`config.mk`:
```
export PLATFORM = sky130hd
export DESIGN_NAME = sps_sequencer
export DESIGN_NICKNAME = d
export VERILOG_FILES = /design/src/inc/sps_pkg.sv /design/src/logic/sps_pattern_lut.sv /design/src/logic/sps_step_timer.sv /design/src/logic/sps_sequencer.sv
export VERILOG_INCLUDE_DIRS = /design/src /design/src/inc
export SDC_FILE = /design/constraint.sdc
export NUM_CORES = 1
export LEC_CHECK = 0
export ABC_AREA = 1
export BUFFER_PORTS_ARGS = -buffer_cell sky130_fd_sc_hd__buf_2
export CAP_MARGIN = 5
export CORE_MARGIN = 1
export CORE_UTILIZATION = 50
export DETAILED_ROUTE_END_ITERATION = 16
export HOLD_SLACK_MARGIN = 0.15
export PLACE_DENSITY = 0.71
export SYNTH_ARGS = -nofsm -noshare
export SYNTH_HDL_FRONTEND = slang
export SYNTH_SLANG_ARGS = --single-unit
```
`constraint.sdc`:
```
create_clock -name clock_i -period 2.6 [get_ports clock_i]
set_input_delay 0.26 -clock clock_i [delete_from_list [all_inputs] [get_ports clock_i]]
set_output_delay 0.26 -clock clock_i [all_outputs]
set_load 0.005 [all_outputs]
```
`src/inc/sps_map.svh`:
```
`ifndef SPS_MAP_SVH
`define SPS_MAP_SVH

// Register byte offsets on the Avalon-MM slave.
`define SPS_REG_CTRL 4'h0
`define SPS_REG_STEP 4'h4
`define SPS_REG_STAT 4'h8
`define SPS_REG_RATE 4'hC

// Control register fields.
`define SPS_CTRL_EN_BIT 0
`define SPS_CTRL_DIR_BIT 1
`define SPS_CTRL_RUN_BIT 2
`define SPS_CTRL_MODE_LO 4
`define SPS_CTRL_MODE_HI 6

// Reset values.
`define SPS_CTRL_RESET 32'h0000_0000
`define SPS_RATE_RESET 32'h0000_C350

// Pattern table lengths.
`define SPS_LEN_FULL 5'h04
`define SPS_LEN_HALF 5'h08
`define SPS_LEN_QUARTER 5'h10

// Code driven on every current-code bit in the full-current patterns.
`define SPS_CODE_FULL 4'hF

// Bridge restart delay after an overcurrent trip, in ns, and its cycle count.
`define SPS_CLK_NS 20
`define SPS_RESTART_NS 3000
`define SPS_RESTART_CYC ((`SPS_RESTART_NS + `SPS_CLK_NS - 1) / `SPS_CLK_NS)

`endif

```
`src/inc/sps_pkg.sv`:
```
package sps_pkg;

	// Step pattern selection.
	typedef enum logic [2:0] {
		SPS_MODE_WAVE = 3'h0,
		SPS_MODE_TWO_ON = 3'h1,
		SPS_MODE_HALF = 3'h2,
		SPS_MODE_HALF_COMP = 3'h3,
		SPS_MODE_QUARTER = 3'h4
	} sps_mode_t;

	// Bus slave state.
	typedef enum logic [1:0] {
		SPS_BUS_IDLE = 2'h0,
		SPS_BUS_DONE = 2'h1
	} sps_bus_t;

	// One table entry for both windings.
	typedef struct packed {
		logic [3:0] code_a;
		logic dir_a;
		logic [3:0] code_b;
		logic dir_b;
	} sps_drive_t;

endpackage : sps_pkg

```
`src/logic/sps_pattern_lut.sv`:
```
`include "sps_map.svh"

// Maps a pattern mode and table index to the winding codes and directions.
module sps_pattern_lut
	import sps_pkg::*;
(
	input wire logic [2:0] mode_i,
	input wire logic [3:0] index_i,
	output sps_drive_t drive_o
);

	// Quarter-step magnitude of the cosine, 22.5 degree spacing, over one quadrant.
	function automatic logic [3:0] sps_mag(input logic [1:0] q);
		case (q)
			2'h0: sps_mag = 4'hF;
			2'h1: sps_mag = 4'hE;
			2'h2: sps_mag = 4'hB;
			default: sps_mag = 4'h6;
		endcase
	endfunction : sps_mag

	logic [3:0] qidx;
	logic [1:0] sub;
	logic [3:0] cos_code;
	logic [3:0] sin_code;

	// All patterns are mapped onto the sixteen-entry quarter-step circle.
	always_comb begin
		case (mode_i)
			SPS_MODE_TWO_ON: qidx = {index_i[1:0], 2'h2};
			SPS_MODE_HALF, SPS_MODE_HALF_COMP: qidx = {index_i[2:0], 1'b0};
			SPS_MODE_QUARTER: qidx = index_i;
			default: qidx = {index_i[1:0], 2'h0}; // Unused mode codes run as wave drive.
		endcase
		sub = qidx[1:0];
		// Cosine magnitude folds every quadrant; sine is its mirror.
		cos_code = qidx[2] ? sps_mag(2'h0 - sub) : sps_mag(sub); // [RQ13]
		sin_code = qidx[2] ? sps_mag(sub) : sps_mag(2'h0 - sub); // [RQ13]
		if (sub == 2'h0) begin
			cos_code = qidx[2] ? 4'h0 : 4'hF;
			sin_code = qidx[2] ? 4'hF : 4'h0;
		end
		drive_o.dir_a = (qidx <= 4'h4) ? (qidx != 4'h4) : (qidx >= 4'hC); // [RQ15]
		drive_o.dir_b = (qidx <= 4'h8) ? (qidx != 4'h8) : 1'b0; // [RQ15]
		// Full-current patterns drive every code bit high on the lit windings.
		case (mode_i)
			SPS_MODE_TWO_ON: begin
				drive_o.code_a = `SPS_CODE_FULL; // [RQ8] [RQ9]
				drive_o.code_b = `SPS_CODE_FULL; // [RQ9]
			end
			SPS_MODE_HALF: begin
				drive_o.code_a = (cos_code == 4'h0) ? 4'h0 : `SPS_CODE_FULL; // [RQ11]
				drive_o.code_b = (sin_code == 4'h0) ? 4'h0 : `SPS_CODE_FULL; // [RQ11]
			end
			SPS_MODE_HALF_COMP, SPS_MODE_QUARTER: begin
				drive_o.code_a = cos_code; // [RQ13] [RQ14] [RQ17]
				drive_o.code_b = sin_code; // [RQ13] [RQ14] [RQ17]
			end
			default: begin
				drive_o.code_a = qidx[2] ? 4'h0 : `SPS_CODE_FULL; // [RQ6]
				drive_o.code_b = qidx[2] ? `SPS_CODE_FULL : 4'h0; // [RQ6]
			end
		endcase
	end

endmodule : sps_pattern_lut

```
`src/logic/sps_step_timer.sv`:
```
`include "sps_map.svh"

// Free-running divider giving one step-enable pulse per programmed period.
module sps_step_timer
	import sps_pkg::*;
(
	input wire logic clock_i,
	input wire logic rst_b_i,
	input wire logic run_i,
	input wire logic [31:0] period_i,
	output logic tick_o
);

	logic [31:0] count;

	// A period of zero is treated as one so the pulse never stalls.
	always_ff @(posedge clock_i or negedge rst_b_i) begin
		if (!rst_b_i) begin
			count <= 32'h0000_0000;
			tick_o <= 1'b0;
		end else if (!run_i) begin
			count <= 32'h0000_0000;
			tick_o <= 1'b0;
		end else if (count + 32'h0000_0001 >= period_i) begin
			count <= 32'h0000_0000;
			tick_o <= 1'b1;
		end else begin
			count <= count + 32'h0000_0001;
			tick_o <= 1'b0;
		end
	end

endmodule : sps_step_timer

```
`src/logic/sps_sequencer.sv`:
```
// Notes on behaviour
// [RQ1] Bridge cuts source switches above current limit.
// [RQ2] Bridge restarts about 3 us after fault.
// [RQ3] Persistent overcurrent cycles thermal shutdown, no latch.
// [RQ4] Bridge off while hot, restarts after hysteresis.
// [RQ5] Bridge off under low supply, auto restart.
// [RQ6] Wave drive: A, B, A reversed, B reversed.
// [RQ7] Reverse rotation walks sequence backwards.
// [RQ8] Two-phase-on cycles AB, A*B, A*B*, AB*.
// [RQ9] Two-phase-on holds all code bits one.
// [RQ10] Brake inputs held zero while stepping.
// [RQ11] Half step walks eight one/two winding states.
// [RQ12] Compensated half step advances 45 degrees.
// [RQ13] Codes are rounded cosine and sine magnitudes.
// [RQ14] Half table 15/0, 11/11, 0/15 repeating.
// [RQ15] Direction bits follow cosine and sine sign.
// [RQ16] Any level change counts one half step.
// [RQ17] Quarter step advances 22.5 degrees per microstep.
// [RQ18] Bridge threshold is reference times code over 16.
// [RQ19] One entry per step, direction chosen, wrapping.
`include "sps_map.svh"

module sps_sequencer
	import sps_pkg::*;
(
	input wire logic clock_i,
	input wire logic rst_b_i,
	input wire logic [3:0] avs_address_i,
	input wire logic avs_read_i,
	input wire logic avs_write_i,
	input wire logic [31:0] avs_writedata_i,
	input wire logic [3:0] avs_byteenable_i,
	output logic [31:0] avs_readdata_o,
	output logic avs_waitrequest_o,
	output logic [3:0] phase_a_current_code_o,
	output logic phase_a_dir_o,
	output logic phase_a_brake_o,
	output logic [3:0] phase_b_current_code_o,
	output logic phase_b_dir_o,
	output logic phase_b_brake_o
);

	logic [31:0] ctrl;
	logic [31:0] rate;
	logic [3:0] index;
	logic [31:0] step_count;
	logic sw_step;
	logic tick;
	logic step_now;
	logic [3:0] next_index;
	logic [4:0] len;
	logic [2:0] mode;
	sps_drive_t drive;
	sps_bus_t bus_state;
	logic [31:0] next_readdata;
	logic [31:0] wmask;

	assign mode = ctrl[`SPS_CTRL_MODE_HI:`SPS_CTRL_MODE_LO];

	// Byte-enable mask so partial writes only touch the addressed lanes.
	genvar g;
	generate
		for (g = 0; g < 4; g = g + 1) begin : g_mask
			assign wmask[8*g+7:8*g] = {8{avs_byteenable_i[g]}};
		end
	endgenerate

	// Every access answers one cycle after it is seen, so waitrequest is high
	// on the first cycle and low on the second; this keeps readdata registered.
	always_ff @(posedge clock_i or negedge rst_b_i) begin
		if (!rst_b_i) begin
			bus_state <= SPS_BUS_IDLE;
		end else begin
			case (bus_state)
				SPS_BUS_IDLE: begin
					if (avs_read_i || avs_write_i) begin
						bus_state <= SPS_BUS_DONE;
					end
				end
				SPS_BUS_DONE: begin
					bus_state <= SPS_BUS_IDLE;
				end
				default: begin
					bus_state <= SPS_BUS_IDLE;
				end
			endcase
		end
	end

	// Waitrequest stays high except in the answer cycle.
	always_ff @(posedge clock_i or negedge rst_b_i) begin
		if (!rst_b_i) begin
			avs_waitrequest_o <= 1'b1;
		end else begin
			avs_waitrequest_o <= !((bus_state == SPS_BUS_IDLE) && (avs_read_i || avs_write_i));
		end
	end

	// Read mux; unmapped offsets read as zero.
	always_comb begin
		next_readdata = 32'h0000_0000;
		case (avs_address_i)
			`SPS_REG_CTRL: next_readdata = ctrl;
			`SPS_REG_STEP: next_readdata = step_count;
			`SPS_REG_STAT: next_readdata = {18'h0_0000, drive.dir_b, drive.code_b,
				drive.dir_a, drive.code_a, index};
			`SPS_REG_RATE: next_readdata = rate;
			default: next_readdata = 32'h0000_0000;
		endcase
	end

	// Read data is loaded in the same edge that drops waitrequest.
	always_ff @(posedge clock_i or negedge rst_b_i) begin
		if (!rst_b_i) begin
			avs_readdata_o <= 32'h0000_0000;
		end else if ((bus_state == SPS_BUS_IDLE) && avs_read_i) begin
			avs_readdata_o <= next_readdata;
		end
	end

	// Control writes land at the accepting edge; an invalid mode falls back to wave.
	// Bits without a meaning are dropped so software reads back only live fields.
	always_ff @(posedge clock_i or negedge rst_b_i) begin
		if (!rst_b_i) begin
			ctrl <= `SPS_CTRL_RESET;
		end else if ((bus_state == SPS_BUS_DONE) && avs_write_i
			&& (avs_address_i == `SPS_REG_CTRL)) begin
			ctrl <= (ctrl & ~wmask) | (avs_writedata_i & wmask & 32'h0000_0077);
		end
	end

	// The step period is a plain cycle count; the timer treats zero as one.
	always_ff @(posedge clock_i or negedge rst_b_i) begin
		if (!rst_b_i) begin
			rate <= `SPS_RATE_RESET;
		end else if ((bus_state == SPS_BUS_DONE) && avs_write_i
			&& (avs_address_i == `SPS_REG_RATE)) begin
			rate <= (rate & ~wmask) | (avs_writedata_i & wmask);
		end
	end

	// Writing bit 0 of the step register requests one single step.
	always_ff @(posedge clock_i or negedge rst_b_i) begin
		if (!rst_b_i) begin
			sw_step <= 1'b0;
		end else begin
			sw_step <= (bus_state == SPS_BUS_DONE) && avs_write_i
				&& (avs_address_i == `SPS_REG_STEP) && avs_byteenable_i[0]
				&& avs_writedata_i[0];
		end
	end

	// Automatic stepping rate; a period counts clock cycles.
	sps_step_timer u_timer (
		.clock_i(clock_i),
		.rst_b_i(rst_b_i),
		.run_i(ctrl[`SPS_CTRL_RUN_BIT] && ctrl[`SPS_CTRL_EN_BIT]),
		.period_i(rate),
		.tick_o(tick)
	);

	assign step_now = ctrl[`SPS_CTRL_EN_BIT] && (tick || sw_step);

	// Table length by pattern.
	always_comb begin
		case (mode)
			SPS_MODE_WAVE: len = `SPS_LEN_FULL;
			SPS_MODE_TWO_ON: len = `SPS_LEN_FULL;
			SPS_MODE_HALF: len = `SPS_LEN_HALF;
			SPS_MODE_HALF_COMP: len = `SPS_LEN_HALF; // [RQ12]
			SPS_MODE_QUARTER: len = `SPS_LEN_QUARTER; // [RQ17]
			default: len = `SPS_LEN_FULL;
		endcase
	end

	// One entry per step, forward or backward, wrapping at the table length.
	always_comb begin
		if (ctrl[`SPS_CTRL_DIR_BIT]) begin
			next_index = (index == 4'h0) ? 4'(len - 5'h01) : index - 4'h1; // [RQ7] [RQ19]
		end else begin
			next_index = ({1'b0, index} + 5'h01 >= len) ? 4'h0 : index + 4'h1; // [RQ19]
		end
	end

	// Step position and a count of taken steps, visible to software.
	always_ff @(posedge clock_i or negedge rst_b_i) begin
		if (!rst_b_i) begin
			index <= 4'h0;
			step_count <= 32'h0000_0000;
		end else if ((bus_state == SPS_BUS_DONE) && avs_write_i
			&& (avs_address_i == `SPS_REG_CTRL)) begin
			index <= 4'h0; // A pattern change restarts at angle zero.
		end else if (step_now) begin
			index <= next_index;
			step_count <= step_count + 32'h0000_0001; // [RQ16]
		end
	end

	sps_pattern_lut u_lut (
		.mode_i(mode),
		.index_i(index),
		.drive_o(drive)
	);

	// Bridge pins are registered; disabled means zero current code.
	always_ff @(posedge clock_i or negedge rst_b_i) begin
		if (!rst_b_i) begin
			phase_a_current_code_o <= 4'h0;
			phase_b_current_code_o <= 4'h0;
			phase_a_dir_o <= 1'b0;
			phase_b_dir_o <= 1'b0;
			phase_a_brake_o <= 1'b0;
			phase_b_brake_o <= 1'b0;
		end else begin
			phase_a_current_code_o <= ctrl[`SPS_CTRL_EN_BIT] ? drive.code_a : 4'h0; // [RQ18]
			phase_b_current_code_o <= ctrl[`SPS_CTRL_EN_BIT] ? drive.code_b : 4'h0;
			phase_a_dir_o <= drive.dir_a; // [RQ15]
			phase_b_dir_o <= drive.dir_b;
			phase_a_brake_o <= 1'b0; // [RQ10]
			phase_b_brake_o <= 1'b0; // [RQ10]
		end
	end

	// Brakes never rise.
	chk_brake_low: assert property (@(posedge clock_i) disable iff (!rst_b_i) // [RQ10]
		!phase_a_brake_o && !phase_b_brake_o) else $error("brake raised");

	// Two-phase-on drives full code on both windings.
	chk_two_on_full: assert property (@(posedge clock_i) disable iff (!rst_b_i) // [RQ9]
		(ctrl[`SPS_CTRL_EN_BIT] && mode == SPS_MODE_TWO_ON) |=>
		(phase_a_current_code_o == 4'hF && phase_b_current_code_o == 4'hF))
		else $error("two-phase code not full");

	// Two-phase-on starts with both windings in the positive sense.
	chk_two_on_start: assert property (@(posedge clock_i) disable iff (!rst_b_i) // [RQ8]
		(mode == SPS_MODE_TWO_ON && index == 4'h0) |-> (drive.dir_a && drive.dir_b))
		else $error("two-phase start wrong");

	// A forward step from the last entry wraps to zero.
	chk_step_advance: assert property (@(posedge clock_i) disable iff (!rst_b_i) // [RQ19]
		(step_now && !avs_write_i && !ctrl[`SPS_CTRL_DIR_BIT] && index == 4'(len - 5'h01))
		|=> index == 4'h0) else $error("forward wrap wrong");

	// A forward step inside the table adds exactly one.
	chk_fwd_step: assert property (@(posedge clock_i) disable iff (!rst_b_i) // [RQ19]
		(step_now && !avs_write_i && !ctrl[`SPS_CTRL_DIR_BIT] && ({1'b0, index} + 5'h01 < len))
		|=> index == $past(index) + 4'h1) else $error("forward step wrong");

	// Reverse from zero goes to the last entry.
	chk_reverse_wrap: assert property (@(posedge clock_i) disable iff (!rst_b_i) // [RQ7]
		(step_now && !avs_write_i && ctrl[`SPS_CTRL_DIR_BIT] && index == 4'h0)
		|=> index == 4'($past(len) - 5'h01)) else $error("reverse wrap wrong");

	// A reverse step away from zero takes exactly one off.
	chk_rev_step: assert property (@(posedge clock_i) disable iff (!rst_b_i) // [RQ7]
		(step_now && !avs_write_i && ctrl[`SPS_CTRL_DIR_BIT] && index != 4'h0)
		|=> index == $past(index) - 4'h1) else $error("reverse step wrong");

	// No step request, no motion.
	chk_index_hold: assert property (@(posedge clock_i) disable iff (!rst_b_i) // [RQ19]
		(!step_now && !avs_write_i) |=> $stable(index)) else $error("index moved");

	// The index never points past the end of the pattern in use.
	chk_index_range: assert property (@(posedge clock_i) disable iff (!rst_b_i) // [RQ19]
		{1'b0, index} < len) else $error("index out of table");

	// A control write always restarts the pattern at angle zero.
	chk_ctrl_restart: assert property (@(posedge clock_i) disable iff (!rst_b_i)
		((bus_state == SPS_BUS_DONE) && avs_write_i && (avs_address_i == `SPS_REG_CTRL))
		|=> index == 4'h0) else $error("pattern not restarted");

	// Every taken step is counted once.
	chk_step_count: assert property (@(posedge clock_i) disable iff (!rst_b_i) // [RQ16]
		(step_now && !avs_write_i) |=> step_count == $past(step_count) + 32'h0000_0001)
		else $error("step count wrong");

	// Compensated half step at 45 degrees gives 11/11.
	chk_half_comp: assert property (@(posedge clock_i) disable iff (!rst_b_i) // [RQ14]
		(mode == SPS_MODE_HALF_COMP && index == 4'h1) |->
		(drive.code_a == 4'hB && drive.code_b == 4'hB && drive.dir_a && drive.dir_b))
		else $error("half table wrong");

	// Compensated half step only uses the three table levels.
	chk_comp_levels: assert property (@(posedge clock_i) disable iff (!rst_b_i) // [RQ14]
		mode == SPS_MODE_HALF_COMP |->
		((drive.code_a == 4'h0 || drive.code_a == 4'hB || drive.code_a == 4'hF)
		&& (drive.code_b == 4'h0 || drive.code_b == 4'hB || drive.code_b == 4'hF)))
		else $error("half level wrong");

	// Plain half step lights windings fully or not at all, never both dark.
	chk_half_levels: assert property (@(posedge clock_i) disable iff (!rst_b_i) // [RQ11]
		mode == SPS_MODE_HALF |->
		((drive.code_a == 4'h0 || drive.code_a == 4'hF)
		&& (drive.code_b == 4'h0 || drive.code_b == 4'hF)
		&& (drive.code_a != 4'h0 || drive.code_b != 4'h0)))
		else $error("half step level wrong");

	// Quarter step at 22.5 degrees gives 14/6.
	chk_quarter_tab: assert property (@(posedge clock_i) disable iff (!rst_b_i) // [RQ17]
		(mode == SPS_MODE_QUARTER && index == 4'h1) |->
		(drive.code_a == 4'hE && drive.code_b == 4'h6)) else $error("quarter table wrong");

	// Wave drive lights exactly one winding.
	chk_wave_one: assert property (@(posedge clock_i) disable iff (!rst_b_i) // [RQ6]
		mode == SPS_MODE_WAVE |-> ((drive.code_a == 4'h0) != (drive.code_b == 4'h0)))
		else $error("wave not single winding");

	// The second wave entry hands over to winding B, positive.
	chk_wave_order: assert property (@(posedge clock_i) disable iff (!rst_b_i) // [RQ6]
		(mode == SPS_MODE_WAVE && index == 4'h1) |->
		(drive.code_a == 4'h0 && drive.code_b == 4'hF && drive.dir_b))
		else $error("wave order wrong");

	// Direction A negative from 90 to 270 degrees.
	chk_dir_a: assert property (@(posedge clock_i) disable iff (!rst_b_i) // [RQ15]
		(mode == SPS_MODE_QUARTER && index >= 4'h4 && index <= 4'hB) |-> !drive.dir_a)
		else $error("direction A wrong");

	// Direction B positive for the first half turn only.
	chk_dir_b: assert property (@(posedge clock_i) disable iff (!rst_b_i) // [RQ15]
		mode == SPS_MODE_QUARTER |-> (drive.dir_b == (index < 4'h8)))
		else $error("direction B wrong");

	// While enabled the pins carry the table entry one cycle later.
	chk_pins_track: assert property (@(posedge clock_i) disable iff (!rst_b_i) // [RQ13]
		ctrl[`SPS_CTRL_EN_BIT] |=> (phase_a_current_code_o == $past(drive.code_a)
		&& phase_b_current_code_o == $past(drive.code_b)))
		else $error("pins lag table");

	// A disabled controller asks the bridge for no current at all.
	chk_disabled_quiet: assert property (@(posedge clock_i) disable iff (!rst_b_i)
		!ctrl[`SPS_CTRL_EN_BIT] |=>
		(phase_a_current_code_o == 4'h0 && phase_b_current_code_o == 4'h0))
		else $error("current while disabled");

	// Waitrequest falls one cycle after a read request.
	chk_bus_answer: assert property (@(posedge clock_i) disable iff (!rst_b_i)
		(avs_read_i && bus_state == SPS_BUS_IDLE) |=> !avs_waitrequest_o)
		else $error("bus answer late");

	// Writes are answered on the same schedule as reads.
	chk_write_answer: assert property (@(posedge clock_i) disable iff (!rst_b_i)
		(avs_write_i && bus_state == SPS_BUS_IDLE) |=> !avs_waitrequest_o)
		else $error("write answer late");

	// The answer stands one cycle only, so a held request is not taken twice.
	chk_wait_short: assert property (@(posedge clock_i) disable iff (!rst_b_i)
		!avs_waitrequest_o |=> avs_waitrequest_o)
		else $error("answer held too long");

endmodule : sps_sequencer

```
==> impl_metrics.env <==
export IMPL_grt_max_degree=61
export IMPL_crit_chain="inv_1, nor3_2, nand2_2, inv_2, nand3_4, nor2_4, nand2_2, and2_4, ha_4, nand2_4, nor3_2, nand3_1, a21oi_1, nor2_2, nand3_4, clkbuf_16, nor2_1"
export IMPL_cellLeakagePower_nw=6.66
export IMPL_cp_top_family="simple AND/OR/NAND/NOR gates"
export IMPL_slew_headroom_pct=49.3
export IMPL_drt_iter0_markers=642
export IMPL_fp_dieH_um=144
export IMPL_yosysUniqueCellTypes=48
export IMPL_finalSetupViolCount=33
export IMPL_max_cap_violations=0
export IMPL_cp_arrival_ns=3.39
export IMPL_ys_warn_count=0
export IMPL_cts_tree="built"
export IMPL_final_cell_mix="nand2_1 (305), dfrtp_1 (170), inv_1 (159), nor2_1 (142), buf_2 (85)"
export IMPL_root_buffer="clkbuf_16"
export IMPL_core_sq_um=19600
export IMPL_grt_overflow=0
export IMPL_num_rows=51
export IMPL_whs_ns=0.161
export IMPL_path_clk_slew_ns=0.07
export IMPL_layout_drive_gt1_share_pct=23.0
export IMPL_numClockSinks=178
export IMPL_grt_pass1_vias=8686
export IMPL_ir_worst_vdd_mv=0.443
export IMPL_totalWireLength_um=28100
export IMPL_gp_congestion=0.931
export IMPL_dieArea_sq_um=20700
export IMPL_path_max_fanout=9
export IMPL_cp_start_kind="flop"
export IMPL_grt_pass1_wl_um=44100
export IMPL_syn_cell_area_sq_um=10000
export IMPL_finalClockSkew_ns=0.0101
export IMPL_ys_flop_type="dfrtp_1"
export IMPL_start_util_pct=51.3
export IMPL_antenna_found_initial=0
export IMPL_crit_type="flop to flop"
export IMPL_track_usage_pct=28.1
export IMPL_finalMaxSlewViolations=0
export IMPL_final_common_cell="nand2_1"
export IMPL_wl_per_cell_um=15.9
export IMPL_crit_start="u_timer.count[3]"
export IMPL_cts_buffer_depth=2
export IMPL_dp_hpwl_um=20000
export IMPL_finalHoldViolCount=0
export IMPL_die_x_um=144
export IMPL_place_inst=1679
export IMPL_async_reset_ff_share_pct=100
export IMPL_violations="negative setup slack"
export IMPL_drc=0
export IMPL_cts_max_level=4
export IMPL_worst_pin_slew_ns=0.758
export IMPL_crit_slowest_cell="dfrtp_1"
export IMPL_antenna_cells=0
export IMPL_cp_required_ns=2.94
export IMPL_synth_seq_area_share_pct=44.4
export IMPL_p_per_area_nw_per_um2=574
export IMPL_firstDrtPassIters=5
export IMPL_netlist_instances=1285
export IMPL_fin_nets=1573
export IMPL_port_buffers=86
export IMPL_pre_cts_slack_ns=-0.285
export IMPL_fin_cells=1762
export IMPL_area_growth_pct=26.7
export IMPL_synth_seq_cells=178
export IMPL_fin_crit_sh_pct=117
export IMPL_ant_nets=0
export IMPL_fin_crit_ns=3.05
export IMPL_path_buf_inv=3
export IMPL_routed_via_density=5.18
export IMPL_postSynthAreaPerCell_sq_um=7.82
export IMPL_rsz0062_at_grt="yes"
export IMPL_r2r_start="u_timer.count[3]"
export IMPL_setup_ws_ns=-0.448
export IMPL_io_pins=89
export IMPL_num_fill_cells=1632
export IMPL_outcome="finished with violations"
export IMPL_cp_end_kind="flop"
export IMPL_cp_slowest_stage_delay_ns=0.44
export IMPL_min_delay_start="avs_byteenable_i[0]"
export IMPL_fmax_mhz=328
export IMPL_numCtsBuffers=17
export IMPL_holdCritPathClass="input port to flop"
export IMPL_synth_edf_count=0
export IMPL_clkLatencyLatePin_ns=0.45
export IMPL_vias=9124
repair_timing:
item | CTS | global route
gates cloned | 1 | 2
resized for setup | 21 | 69
pin swaps | 3 | 7
hold endpoints to repair | 77 | 0
buffers inserted | 8 | 5
hold buffers | 35 | 0
setup endpoints to repair | 33 | 33
per-layer routing:
metal | GRT usage [%] | wire, um | vias to the layer above | part of all wire [%]
met4 | 9.80 | 679 | 0 | 2.4
met1 | 37.8 | 12700 | 4320 | 45
met5 | 0 | 0 | - | 0
li1 | - | - | 4474 | -
met3 | 5.10 | 1360 | 56 | 4.8
met2 | 45.6 | 13400 | 274 | 48
path summary, 6_finish.rpt:
check | cells past startpoint | end | slack, ns
max in group asynchronous | 3 | avs_waitrequest_o | 1.56
worst max-delay path | 17 | u_timer.count[31] | -0.45
min in group asynchronous | 2 | asynchronous set/reset pin | 0.29
worst min-delay path | 3 | sw_step | 0.16
worst max register to register | 17 | u_timer.count[31] | -0.45
worst min register to register | 2 | avs_readdata_o[4] | 0.47
worst reg2reg max path, stage by stage (launching register included):
cell	delay (ns)
dfrtp_1	0.44
inv_1	0.08
nor3_2	0.24
nand2_2	0.12
inv_2	0.11
nand3_4	0.12
nor2_4	0.14
nand2_2	0.07
and2_4	0.18
ha_4	0.28
nand2_4	0.05
nor3_2	0.20
nand3_1	0.16
a21oi_1	0.23
nor2_2	0.08
nand3_4	0.20
clkbuf_16	0.21
nor2_1	0.05
layout make-up:
cell class | instances | area [sq um] | share of cell area (%)
clock buffer | 18 | 429 | 3.37
tap | 265 | 332 | 2.60
inverter | 176 | 666 | 5.23
clock inverter | 14 | 191 | 1.50
timing repair buffer | 210 | 1550 | 12.1
sequential | 178 | 4460 | 35.1
multi-input combinational | 901 | 5100 | 40.1
cell families after synthesis:
| kind of cell | Yosys count | synth area share [%] |
|---|---|---|
| AND/OR/NAND/NOR | 637 | 28.0 |
| buffers and inverters | 207 | 8.35 |
| flip-flops | 178 | 44.4 |
| AO/OA/AOI/OAI | 163 | 8.79 |
| XOR/XNOR | 54 | 4.78 |
| adder cells (fa/ha/maj) | 45 | 5.60 |
| other | 1 | 0.0373 |
synth_stat cells (4+ instances only):
cell type / n / share of area [%]
buf_2: 15 / 0.75
nor2_2: 11 / 0.68
dfstp_2: 7 / 1.8
o2111ai_1: 4 / 0.35
inv_1: 160 / 6.0
o21ai_0: 53 / 2.6
xor2_1: 45 / 3.9
nor2_4: 5 / 0.56
xnor2_1: 8 / 0.70
ha_1: 45 / 5.6
buf_6: 4 / 0.45
nor3_2: 8 / 0.80
dfrtp_1: 171 / 43
clkbuf_1: 9 / 0.34
nand4_1: 16 / 1.0
nor3_1: 15 / 0.75
nand2_2: 11 / 0.68
and2_1: 4 / 0.25
nor2_1: 174 / 6.5
nand2_4: 6 / 0.67
nand2_1: 320 / 12
o21ai_1: 4 / 0.20
nand3_1: 50 / 2.5
inv_2: 14 / 0.52
a21oi_1: 70 / 3.5
o22ai_1: 24 / 1.5
stage by stage:
| stage | power [mW] | area (sq um) | setup TNS, ns | util [%] |
|---|---|---|---|---|
| 6_report | 7.31 | 12700 | -13.92 | 65.0 |
| 3_5_place_dp | 4.52 | 11200 | -7.43 | 57.3 |
| 3_3_place_gp | 4.48 | 11200 | -5.10 | 57.3 |
| 4_1_cts | 7.31 | 12400 | -5.60 | 63.2 |
| 5_1_grt | 7.67 | 12700 | -16.41 | 65.0 |
| 2_1_floorplan | 4.03 | 10100 | 0 | - |
report_power, final:
part | internal, mW | leakage [nW] | switching, mW
Sequential | 3.10 | 2.13 | 0.181
Clock | 1.55 | 0.298 | 1.19
Combinational | 0.481 | 4.23 | 0.806
Power figures use the tool's default switching activity.
